$ cat config.mk
export PLATFORM = sky130hd
export DESIGN_NAME = iopt_port
export DESIGN_NICKNAME = d
export VERILOG_FILES = /design/src/include/iopt_pkg.sv /design/src/design/iopt_port.sv
export VERILOG_INCLUDE_DIRS = /design/src /design/src/include
export SDC_FILE = /design/constraint.sdc
export NUM_CORES = 1
export LEC_CHECK = 0
export BUFFER_PORTS_ARGS = -buffer_cell sky130_fd_sc_hd__buf_2
export CAP_MARGIN = 20
export CORE_ASPECT_RATIO = 0.7
export CORE_UTILIZATION = 50
export DETAILED_ROUTE_END_ITERATION = 8
export GPL_TIMING_DRIVEN = 0
export PLACE_DENSITY = 0.74
export SLEW_MARGIN = 25
export SYNTH_ARGS = -nofsm -noshare
export SYNTH_HDL_FRONTEND = slang
export SYNTH_SLANG_ARGS = --single-unit
export TNS_END_PERCENT = 1
$ cat constraint.sdc
create_clock -name hclk -period 3.45 [get_ports hclk]
set_input_delay 0.5175 -clock hclk [delete_from_list [all_inputs] [get_ports hclk]]
set_output_delay 0.5175 -clock hclk [all_outputs]
set_load 0.01 [all_outputs]
$ cat src/include/iopt_defines.svh
`ifndef IOPT_DEFINES_SVH
`define IOPT_DEFINES_SVH

// Register byte offsets
`define IOPT_OFS_OUT      8'h10
`define IOPT_OFS_CLR      8'h14
`define IOPT_OFS_SET      8'h18
`define IOPT_OFS_TGL      8'h1c
`define IOPT_OFS_IN       8'h20
`define IOPT_OFS_SAMP     8'h24
`define IOPT_OFS_MPC      8'h28

// Reset values
`define IOPT_RST_WORD     32'h0000_0000
`define IOPT_RST_CFG      4'h0
`define IOPT_RST_FUNC     4'h0

// Bus encodings
`define IOPT_SIZE_BYTE    3'h0
`define IOPT_SIZE_HALF    3'h1
`define IOPT_SIZE_WORD    3'h2

// Port geometry
`define IOPT_PINS         32
`define IOPT_GRP_W        8
`define IOPT_GROUPS       4
`define IOPT_HALF         16

`endif

$ cat src/include/iopt_pkg.sv
package iopt_pkg;

  // Per-pin settings
  typedef struct packed {
    logic drive_strength;
    logic pull_resistor_enable;
    logic input_buffer_enable;
    logic function_mux_enable;
  } iopt_cfg_t;

  // Multi-pin configuration word layout
  typedef struct packed {
    logic        half_word_select;
    logic        write_pin_settings;
    logic        rsv29;
    logic        write_function_select;
    logic [3:0]  peripheral_function_code;
    logic        rsv23;
    logic        drive_strength;
    logic [2:0]  rsv21;
    logic        pull_resistor_enable;
    logic        input_buffer_enable;
    logic        function_mux_enable;
    logic [15:0] pin_select_mask;
  } iopt_mpc_t;

  // Latched bus address phase
  typedef struct packed {
    logic       wr;
    logic [7:0] addr;
    logic [2:0] size;
  } iopt_req_t;

endpackage

$ cat src/design/iopt_port.sv
// Implementation choice: the AHB-Lite interface to the registers.
`timescale 1ns/100ps
`include "iopt_defines.svh"

module iopt_port (
  input  wire logic                        hclk,
  input  wire logic                        hresetn,
  input  wire logic                        ce,
  input  wire logic                        hsel,
  input  wire logic [31:0]                 haddr,
  input  wire logic [1:0]                  htrans,
  input  wire logic                        hwrite,
  input  wire logic [2:0]                  hsize,
  input  wire logic [31:0]                 hwdata,
  input  wire logic                        hready,
  input  wire logic [31:0]                 pin_in,
  input  wire logic [31:0]                 pin_dir,
  output wire logic                        hreadyout,
  output wire logic                        hresp,
  output wire logic [31:0]                 hrdata,
  output wire logic [31:0]                 out_val,
  output wire iopt_pkg::iopt_cfg_t [31:0]  pin_settings,
  output wire logic [31:0][3:0]            pin_func,
  output wire logic [31:0]                 pull_up,
  output wire logic [31:0]                 pull_dn
);

  iopt_pkg::iopt_req_t            req_ff;
  logic                           req_vld_ff;
  logic                           hrdy_ff;
  logic [31:0]                    hrdata_ff;
  logic [31:0]                    out_val_ff;
  logic [31:0]                    nxt_out_val;
  logic [31:0]                    in_val_ff;
  logic [31:0]                    nxt_in_val;
  logic [31:0]                    sync1_ff;
  logic [31:0]                    sync2_ff;
  logic [31:0]                    samp_ff;
  logic [31:0]                    en32;
  iopt_pkg::iopt_cfg_t [31:0]     cfg_ff;
  logic [31:0][3:0]               func_ff;
  logic [31:0]                    pull_up_ff;
  logic [31:0]                    pull_dn_ff;
  logic [31:0]                    wmask;
  logic [31:0]                    wdata;
  iopt_pkg::iopt_mpc_t            mpc;
  iopt_pkg::iopt_cfg_t            new_cfg;
  logic [31:0]                    mpc_sel;
  logic                           mpc_ok;
  logic                           take;

  // Byte lanes touched by a transfer
  function automatic logic [31:0] lane_mask(input logic [2:0] sz, input logic [1:0] a);
    logic [31:0] m;
    m = 32'h0000_0000;
    case (sz)
      `IOPT_SIZE_BYTE: m = 32'h0000_00ff << {a, 3'h0};
      `IOPT_SIZE_HALF: m = a[1] ? 32'hffff_0000 : 32'h0000_ffff;
      default:         m = 32'hffff_ffff;
    endcase
    return m;
  endfunction

  // Data-phase write hit on one word; byte and half lanes land in it
  function automatic logic wr_hit(input iopt_pkg::iopt_req_t r, input logic v,
                                  input logic [7:0] ofs);
    return v && r.wr && (r.addr[7:2] == ofs[7:2]);
  endfunction

  // Spread a per-pin select to four bits each
  function automatic logic [127:0] spread4(input logic [31:0] s);
    logic [127:0] r;
    r = 128'h0;
    for (int i = 0; i < `IOPT_PINS; i++)
    begin
      r[i*4 +: 4] = {4{s[i]}};
    end
    return r;
  endfunction

  assign take      = hsel && htrans[1] && hready;
  assign wmask     = lane_mask(req_ff.size, req_ff.addr[1:0]);
  assign wdata     = hwdata & wmask;
  assign mpc       = iopt_pkg::iopt_mpc_t'(hwdata);
  assign mpc_ok    = wr_hit(req_ff, req_vld_ff, `IOPT_OFS_MPC)
                     && (req_ff.size == `IOPT_SIZE_WORD);
  assign mpc_sel   = mpc.half_word_select ? {mpc.pin_select_mask, 16'h0000}
                                          : {16'h0000, mpc.pin_select_mask};
  assign new_cfg   = '{mpc.drive_strength, mpc.pull_resistor_enable,
                       mpc.input_buffer_enable, mpc.function_mux_enable};

  // Address phase capture
  always_ff @(posedge hclk or negedge hresetn)
  begin
    if (!hresetn)
    begin
      req_ff     <= '0;
      req_vld_ff <= 1'b0;
    end
    else if (ce)
    begin
      req_vld_ff <= take;
      req_ff.wr   <= hwrite;
      req_ff.addr <= haddr[7:0];
      req_ff.size <= hsize;
    end
  end

  // Shared output value behind all four views
  always_comb
  begin
    nxt_out_val = out_val_ff;
    if (wr_hit(req_ff, req_vld_ff, `IOPT_OFS_OUT))
      nxt_out_val = (out_val_ff & ~wmask) | wdata;
    if (wr_hit(req_ff, req_vld_ff, `IOPT_OFS_SET))
      nxt_out_val = out_val_ff | wdata;
    if (wr_hit(req_ff, req_vld_ff, `IOPT_OFS_CLR))
      nxt_out_val = out_val_ff & ~wdata;
    if (wr_hit(req_ff, req_vld_ff, `IOPT_OFS_TGL))
      nxt_out_val = out_val_ff ^ wdata;
  end

  always_ff @(posedge hclk or negedge hresetn)
  begin
    if (!hresetn)
      out_val_ff <= `IOPT_RST_WORD;
    else if (ce)
      out_val_ff <= nxt_out_val;
  end

  // Pull direction follows output value on pulled inputs
  always_ff @(posedge hclk or negedge hresetn)
  begin
    if (!hresetn)
    begin
      pull_up_ff <= `IOPT_RST_WORD;
      pull_dn_ff <= `IOPT_RST_WORD;
    end
    else if (ce)
    begin
      for (int i = 0; i < `IOPT_PINS; i++)
      begin
        pull_up_ff[i] <= !pin_dir[i] && cfg_ff[i].pull_resistor_enable && out_val_ff[i];
        pull_dn_ff[i] <= !pin_dir[i] && cfg_ff[i].pull_resistor_enable && !out_val_ff[i];
      end
    end
  end

  // Sampling request register
  always_ff @(posedge hclk or negedge hresetn)
  begin
    if (!hresetn)
      samp_ff <= `IOPT_RST_WORD;
    else if (ce && wr_hit(req_ff, req_vld_ff, `IOPT_OFS_SAMP))
      samp_ff <= (samp_ff & ~wmask) | wdata;
  end

  // Group enables: any request wakes all eight
  always_comb
  begin
    en32 = 32'h0000_0000;
    for (int g = 0; g < `IOPT_GROUPS; g++)
    begin
      en32[g*`IOPT_GRP_W +: `IOPT_GRP_W] = {`IOPT_GRP_W{|samp_ff[g*`IOPT_GRP_W +: `IOPT_GRP_W]}};
    end
  end

  // Pin synchronizer
  always_ff @(posedge hclk or negedge hresetn)
  begin
    if (!hresetn)
    begin
      sync1_ff <= `IOPT_RST_WORD;
      sync2_ff <= `IOPT_RST_WORD;
    end
    else if (ce)
    begin
      sync1_ff <= pin_in;
      sync2_ff <= sync1_ff;
    end
  end

  // Input value tracks sampled level in enabled groups
  assign nxt_in_val = (sync2_ff & en32) | (in_val_ff & ~en32);

  always_ff @(posedge hclk or negedge hresetn)
  begin
    if (!hresetn)
      in_val_ff <= `IOPT_RST_WORD;
    else if (ce)
      in_val_ff <= nxt_in_val;
  end

  // Atomic multi-pin update in one edge
  always_ff @(posedge hclk or negedge hresetn)
  begin
    if (!hresetn)
    begin
      cfg_ff  <= '0;
      func_ff <= '0;
    end
    else if (ce && mpc_ok)
    begin
      for (int i = 0; i < `IOPT_PINS; i++)
      begin
        if (mpc_sel[i] && mpc.write_pin_settings)
          cfg_ff[i] <= new_cfg;
        if (mpc_sel[i] && mpc.write_function_select)
          func_ff[i] <= mpc.peripheral_function_code;
      end
    end
  end

  // Read data captured at the address phase
  always_ff @(posedge hclk or negedge hresetn)
  begin
    if (!hresetn)
      hrdata_ff <= `IOPT_RST_WORD;
    else if (ce && take && !hwrite)
    begin
      case (haddr[7:0])
        `IOPT_OFS_OUT, `IOPT_OFS_SET,
        `IOPT_OFS_CLR, `IOPT_OFS_TGL: hrdata_ff <= nxt_out_val;
        `IOPT_OFS_IN:                 hrdata_ff <= nxt_in_val;
        `IOPT_OFS_MPC:                hrdata_ff <= `IOPT_RST_WORD;
        default:                      hrdata_ff <= `IOPT_RST_WORD;
      endcase
    end
  end

  // Zero wait states, always OKAY
  always_ff @(posedge hclk or negedge hresetn)
  begin
    if (!hresetn)
      hrdy_ff <= 1'b1;
    else if (ce)
      hrdy_ff <= 1'b1;
  end

  assign hreadyout    = hrdy_ff;
  assign hresp        = 1'b0 & hrdy_ff;
  assign hrdata       = hrdata_ff;
  assign out_val      = out_val_ff;
  assign pin_settings = cfg_ff;
  assign pin_func     = func_ff;
  assign pull_up      = pull_up_ff;
  assign pull_dn      = pull_dn_ff;

  logic         tgl_wr;
  logic         mpc_part;
  logic [127:0] sel_cfg;
  logic [127:0] cfg_flat;
  logic [127:0] new_rep;
  logic [127:0] func_rep;
  logic [127:0] func_flat;

  assign tgl_wr    = wr_hit(req_ff, req_vld_ff, `IOPT_OFS_TGL) && ce;
  assign mpc_part  = wr_hit(req_ff, req_vld_ff, `IOPT_OFS_MPC) && !mpc_ok && ce;
  assign sel_cfg   = spread4(mpc_sel);
  assign cfg_flat  = cfg_ff;
  assign func_flat = func_ff;
  assign new_rep   = {32{new_cfg}};
  assign func_rep  = {32{mpc.peripheral_function_code}};
endmodule

==> out/metrics.sh <==
GRT_PASS1_VIAS=18410
HOLD_PATH.CLASS='input port to flop'
WORST-SETUP-PATH-TYPE='flop to flop'
WORST_PATH_LARGEST_CELL_DELAY_NS=0.65
FLOW.AREA_GROWTH_FROM_SYNTHESIS_PCT=21.36
TIMING_HOLD_VIOLATIONS_FINAL=0
FLOORPLAN.ROWS=67
CP-START-KIND='flop'
ARRIVAL_NS=3.70
DIE_Y_UM=187.4
GRT.OVERFLOW.TOTAL=0
CTS.CLK_SLEW.WORST_PATHS_NS=0.07
CLOCK_SINK_COUNT=525
END_KIND='flop'
DRT_FIRST_ITER_VIOLATIONS=1602
CTS-ROOT-BUF='sky130_fd_sc_hd__clkbuf_16'
CORE_AREA_MM2=0.04812
CTS_SETUP_BUFFERS=0
GRT_USE_TOTAL_PCT=30.99
MAX_SLEW.WORST_PIN.SLEW_NS=1.033
CRITPATHMAXFANOUT=10
HOLD_PATH_DEPTH=2
CTS_BUFFERS=52
DETAIL_ROUTE.VIAS_PER_CELL=5.748
ANT_NETS=0
R2R_START='req_ff[3]'
IO_BUFFERS=492
WL_PER_CELL_UM=24.85
CRIT_PATH_CELL_TRACE='nor2b_1, clkbuf_1, buf_1, o21ai_1, nand2_1, ha_1, a21o_1, o211ai_1, a22oi_1, o31ai_1'
CLOCK_LATENCY_NS=0.58
ANTENNA_FOUND_INITIAL=5
GRT_START_MAX_NET_PINS=96
CELLLEAKAGEPOWER_nW=16.15
YS.FLOP_TYPE='sky130_fd_sc_hd__dfrtp_1'
TIMING.FINAL.CRIT_PERIOD_NS=3.225
PLACEMENT.CELL_AREA_MM2=0.02797
POST_ROUTE_CELLS_DRIVE_ABOVE_1_SHARE_PCT=43.09
MAX_CLK_RATE_GHz=0.3100
TIMING.MAX_CAP.VIOLATIONS=0
SYNTH.AREA.TOP_CELLS='sky130_fd_sc_hd__dfrtp_1, sky130_fd_sc_hd__mux2_2, sky130_fd_sc_hd__mux2_4'
FINALINSTANCEAREA_MM2=0.02978
R2R.WORST_PATH.CELLS=10
POST-ROUTE-PERIOD-UTIL_PCT=93.49
WORSTHOLDENDPOINT='sync1_ff[28]'
CAPTURING_POINT_OF_THE_WORST_REG2REG_PATH='hrdata[16]'
RELSLEWSLACK_PCT=31.10
SYNTHCELLS=1901
MAX_RAIL_DROP_VDD_mV=0.4381
GRT_SETUP_UNREPAIRED='no'
WORSTPATHREQUIRED_NS=3.93
FINALWORSTSETUPSLACK_NS=0.2246
SYNTH_TOP_AREA_SHARE_PCT=53.54
NUMBER_OF_FLOPS_MAPPED_TO_ENABLE_CELLS_BY_YOSYS=0
DRC=0
DRT-TOTAL-WL_UM=78210
YS_SEQ_AREA_SHARE_PCT=53.54
GRT_FIRST_PASS_WIRELENGTH_UM=116200
POSTSYNTHREGISTERBITS=525
DIE-WIDTH_UM=266.8
FINAL_SETUP_FAILS=0
YOSYSWARNINGCOUNT=0
MIN_FROM='pin_in[28]'
IO_PINS=525
MAXSLEWVIOLCOUNT=0
FINAL.SETUP.TNS_NS=0
MAX-CLOCK-PATH-BUFFERS=3
SYNTH.DISTINCT_CELLS=50
CPMAXSTAGEDELAYCELL='sky130_fd_sc_hd__o21ai_1'
START_UTIL_PCT=51.00
SYNTH_TOP_CELL_BY_AREA='sky130_fd_sc_hd__dfrtp_1'
ROUTABILITYCONGESTION=0.9674
R2R_SLACK_NS=0.22
SYN_AREA_MM2=0.02454
SYN_NETS=2104
FINAL_NETS=2656
DIE_AREA_MM2=0.04998
ASYNC_RESET_FF_SHARE_PCT=100.0
FIN_SKEW_NS=0.01439
AVERAGE_INSTANCE_AREA_AFTER_SYNTHESIS_UM2=12.91
CELLPOWERDENSITY_mW_PER_MM2=500.8
PLACE_WORST_SETUP_SLACK_NS=0.1771
TRITONCTS='yes'
CTSHTREEMAXLEVEL=2
HPWL_UM=59000
OUTCOME='finished, final reports clean'
ROUTE.VIAS.TOTAL=18100
DRT_FIRST_PASS_ITERS=5
-- worst max path at each step --
| stage | cells after the start | to | start | slack [ns] |
|---|---|---|---|---|
| finish | 10 | hrdata[16] | req_ff[3] | 0.22 |
| global placement | 1 | pin_settings[49] | hresetn | -8.53 |
| CTS | 10 | out_val[16] | req_ff[2] | 0.16 |
| floorplan | 11 | hrdata[4] | req_ff[3] | 0.86 |
| detailed placement | 10 | out_val[16] | req_ff[2] | 0.18 |
| global route | 10 | hrdata[16] | req_ff[3] | 0.13 |
-- worst max-delay path: cells and delay by family, from the launching register on --
family	cells	cell delay [ns]
buffers and inverters	2	0.58
AO/OA/AOI/OAI	5	1.47
AND/OR/NAND/NOR	2	0.37
flip-flops	1	0.42
adder cells (fa/ha/maj)	1	0.29
-- power breakdown --
| group | total [W] | switching, W | internal (W) |
|---|---|---|---|
| Clock | 0.00603 | 0.00244 | 0.00359 |
| Combinational | 0.00203 | 0.00122 | 0.000814 |
| Sequential | 0.00685 | 0.000337 | 0.00651 |
| Total | 0.0149 | 0.00400 | 0.0109 |
-- per-stage QoR --
stage                     power (W)  util, %  instances  hold slack (ns)
final                       0.01492    61.89       3148           0.1644
after global routing        0.01545    61.89       3147           0.1436
after CTS                   0.01499    61.85       3143           0.1390
after detailed placement   0.008962    58.13       3053           0.4855
after global placement     0.008862    57.82       3048           0.4851
after floorplan            0.008043        -       1901           0.2219
-- logic make-up (layout without fill, tap and decap cells) --
group                      Yosys count  count (layout)  synth area share (%)
other                                2               7               0.03060
buffers and inverters              189             776                 3.187
AOI/OAI and AO/OA                  355             355                 10.24
muxes                              432             432                 22.11
adders and majority gates           64              64                 3.263
and+or+nand+nor                    334             334                 7.633
DFF                                525             525                 53.54
-- layout make-up --
class	instances	area, um2
tap	655	819.5
inverter	69	259.0
buffer	120	524.3
clock inverter	17	296.5
clock buffer	72	1488
sequential	525	13140
multi-input combinational	1187	10620
antenna	5	12.51
timing repair buffer	498	2620
fill	3798	18340
-- cell usage in the layout (no fill, tap or decap), types with 7 or more instances in the layout --
| cell | instances |
|---|---|
| sky130_fd_sc_hd__clkbuf_1 | 104 |
| sky130_fd_sc_hd__clkbuf_8 | 9 |
| sky130_fd_sc_hd__mux2_2 | 240 |
| sky130_fd_sc_hd__bufinv_16 | 8 |
| sky130_fd_sc_hd__o211ai_1 | 21 |
| sky130_fd_sc_hd__nand3_1 | 17 |
| sky130_fd_sc_hd__buf_2 | 498 |
| sky130_fd_sc_hd__dfrtp_1 | 525 |
| sky130_fd_sc_hd__ha_1 | 64 |
| sky130_fd_sc_hd__nand2_1 | 102 |
| sky130_fd_sc_hd__nor2_1 | 93 |
| sky130_fd_sc_hd__o211ai_2 | 10 |
| sky130_fd_sc_hd__nand2b_1 | 40 |
| sky130_fd_sc_hd__a211oi_1 | 16 |
| sky130_fd_sc_hd__a21o_1 | 46 |
| sky130_fd_sc_hd__nand2_4 | 40 |
| sky130_fd_sc_hd__a22oi_1 | 32 |
| sky130_fd_sc_hd__inv_1 | 68 |
| sky130_fd_sc_hd__o31ai_1 | 22 |
| sky130_fd_sc_hd__a2bb2oi_1 | 32 |
| sky130_fd_sc_hd__nor4_1 | 9 |
| sky130_fd_sc_hd__buf_1 | 7 |
| sky130_fd_sc_hd__o21ai_0 | 50 |
| sky130_fd_sc_hd__o22ai_1 | 80 |
| sky130_fd_sc_hd__or2_2 | 9 |
| sky130_fd_sc_hd__mux2i_1 | 32 |
| sky130_fd_sc_hd__a21oi_1 | 27 |
| sky130_fd_sc_hd__clkbuf_16 | 53 |
| sky130_fd_sc_hd__o31ai_2 | 10 |
| sky130_fd_sc_hd__mux2_4 | 160 |
-- what timing repair did --
| item | CTS | global route |
|---|---|---|
| endpoints found under the setup margin | 0 | 31 |
| gates resized for setup | 0 | 2 |
| hold buffers | 1 | 0 |
| endpoints found under the hold margin | 84 | 0 |
-- registers in the layout, indices dropped and copies added (netlist names), named ones only --
name,cells
pin_settings,128
in_val_ff,32
pull_up,32
out_val,32
hrdata,32
pull_dn,32
pin_func,128
req_ff,12
sync2_ff,32
req_vld_ff,1
sync1_ff,32
-- routing by layer --
layer	wire, um	global-route usage (%)	vias up
met4	2744	10.85	0
met1	33490	43.32	9253
met5	0	0	-
li1	-	-	7874
met3	6716	7.096	162
met2	35270	47.44	806
-- synth_stat cells, types with 4 or more instances --
| cell | count |
|---|---|
| sky130_fd_sc_hd__dfrtp_1 | 525 |
| sky130_fd_sc_hd__mux2_2 | 240 |
| sky130_fd_sc_hd__mux2_4 | 160 |
| sky130_fd_sc_hd__nand2_1 | 102 |
| sky130_fd_sc_hd__clkbuf_1 | 94 |
| sky130_fd_sc_hd__nor2_1 | 93 |
| sky130_fd_sc_hd__o22ai_1 | 80 |
| sky130_fd_sc_hd__inv_1 | 68 |
| sky130_fd_sc_hd__ha_1 | 64 |
| sky130_fd_sc_hd__o21ai_0 | 50 |
| sky130_fd_sc_hd__a21o_1 | 46 |
| sky130_fd_sc_hd__nand2_4 | 40 |
| sky130_fd_sc_hd__nand2b_1 | 40 |
| sky130_fd_sc_hd__a22oi_1 | 32 |
| sky130_fd_sc_hd__a2bb2oi_1 | 32 |
| sky130_fd_sc_hd__mux2i_1 | 32 |
| sky130_fd_sc_hd__a21oi_1 | 27 |
| sky130_fd_sc_hd__o31ai_1 | 22 |
| sky130_fd_sc_hd__o211ai_1 | 21 |
| sky130_fd_sc_hd__nand3_1 | 17 |
| sky130_fd_sc_hd__a211oi_1 | 16 |
| sky130_fd_sc_hd__o211ai_2 | 10 |
| sky130_fd_sc_hd__o31ai_2 | 10 |
| sky130_fd_sc_hd__nor4_1 | 9 |
| sky130_fd_sc_hd__or2_2 | 9 |
| sky130_fd_sc_hd__buf_1 | 8 |
| sky130_fd_sc_hd__buf_2 | 7 |
| sky130_fd_sc_hd__buf_6 | 6 |
| sky130_fd_sc_hd__buf_4 | 5 |
| sky130_fd_sc_hd__nor4_4 | 4 |
(Power assumes the default switching activity.)
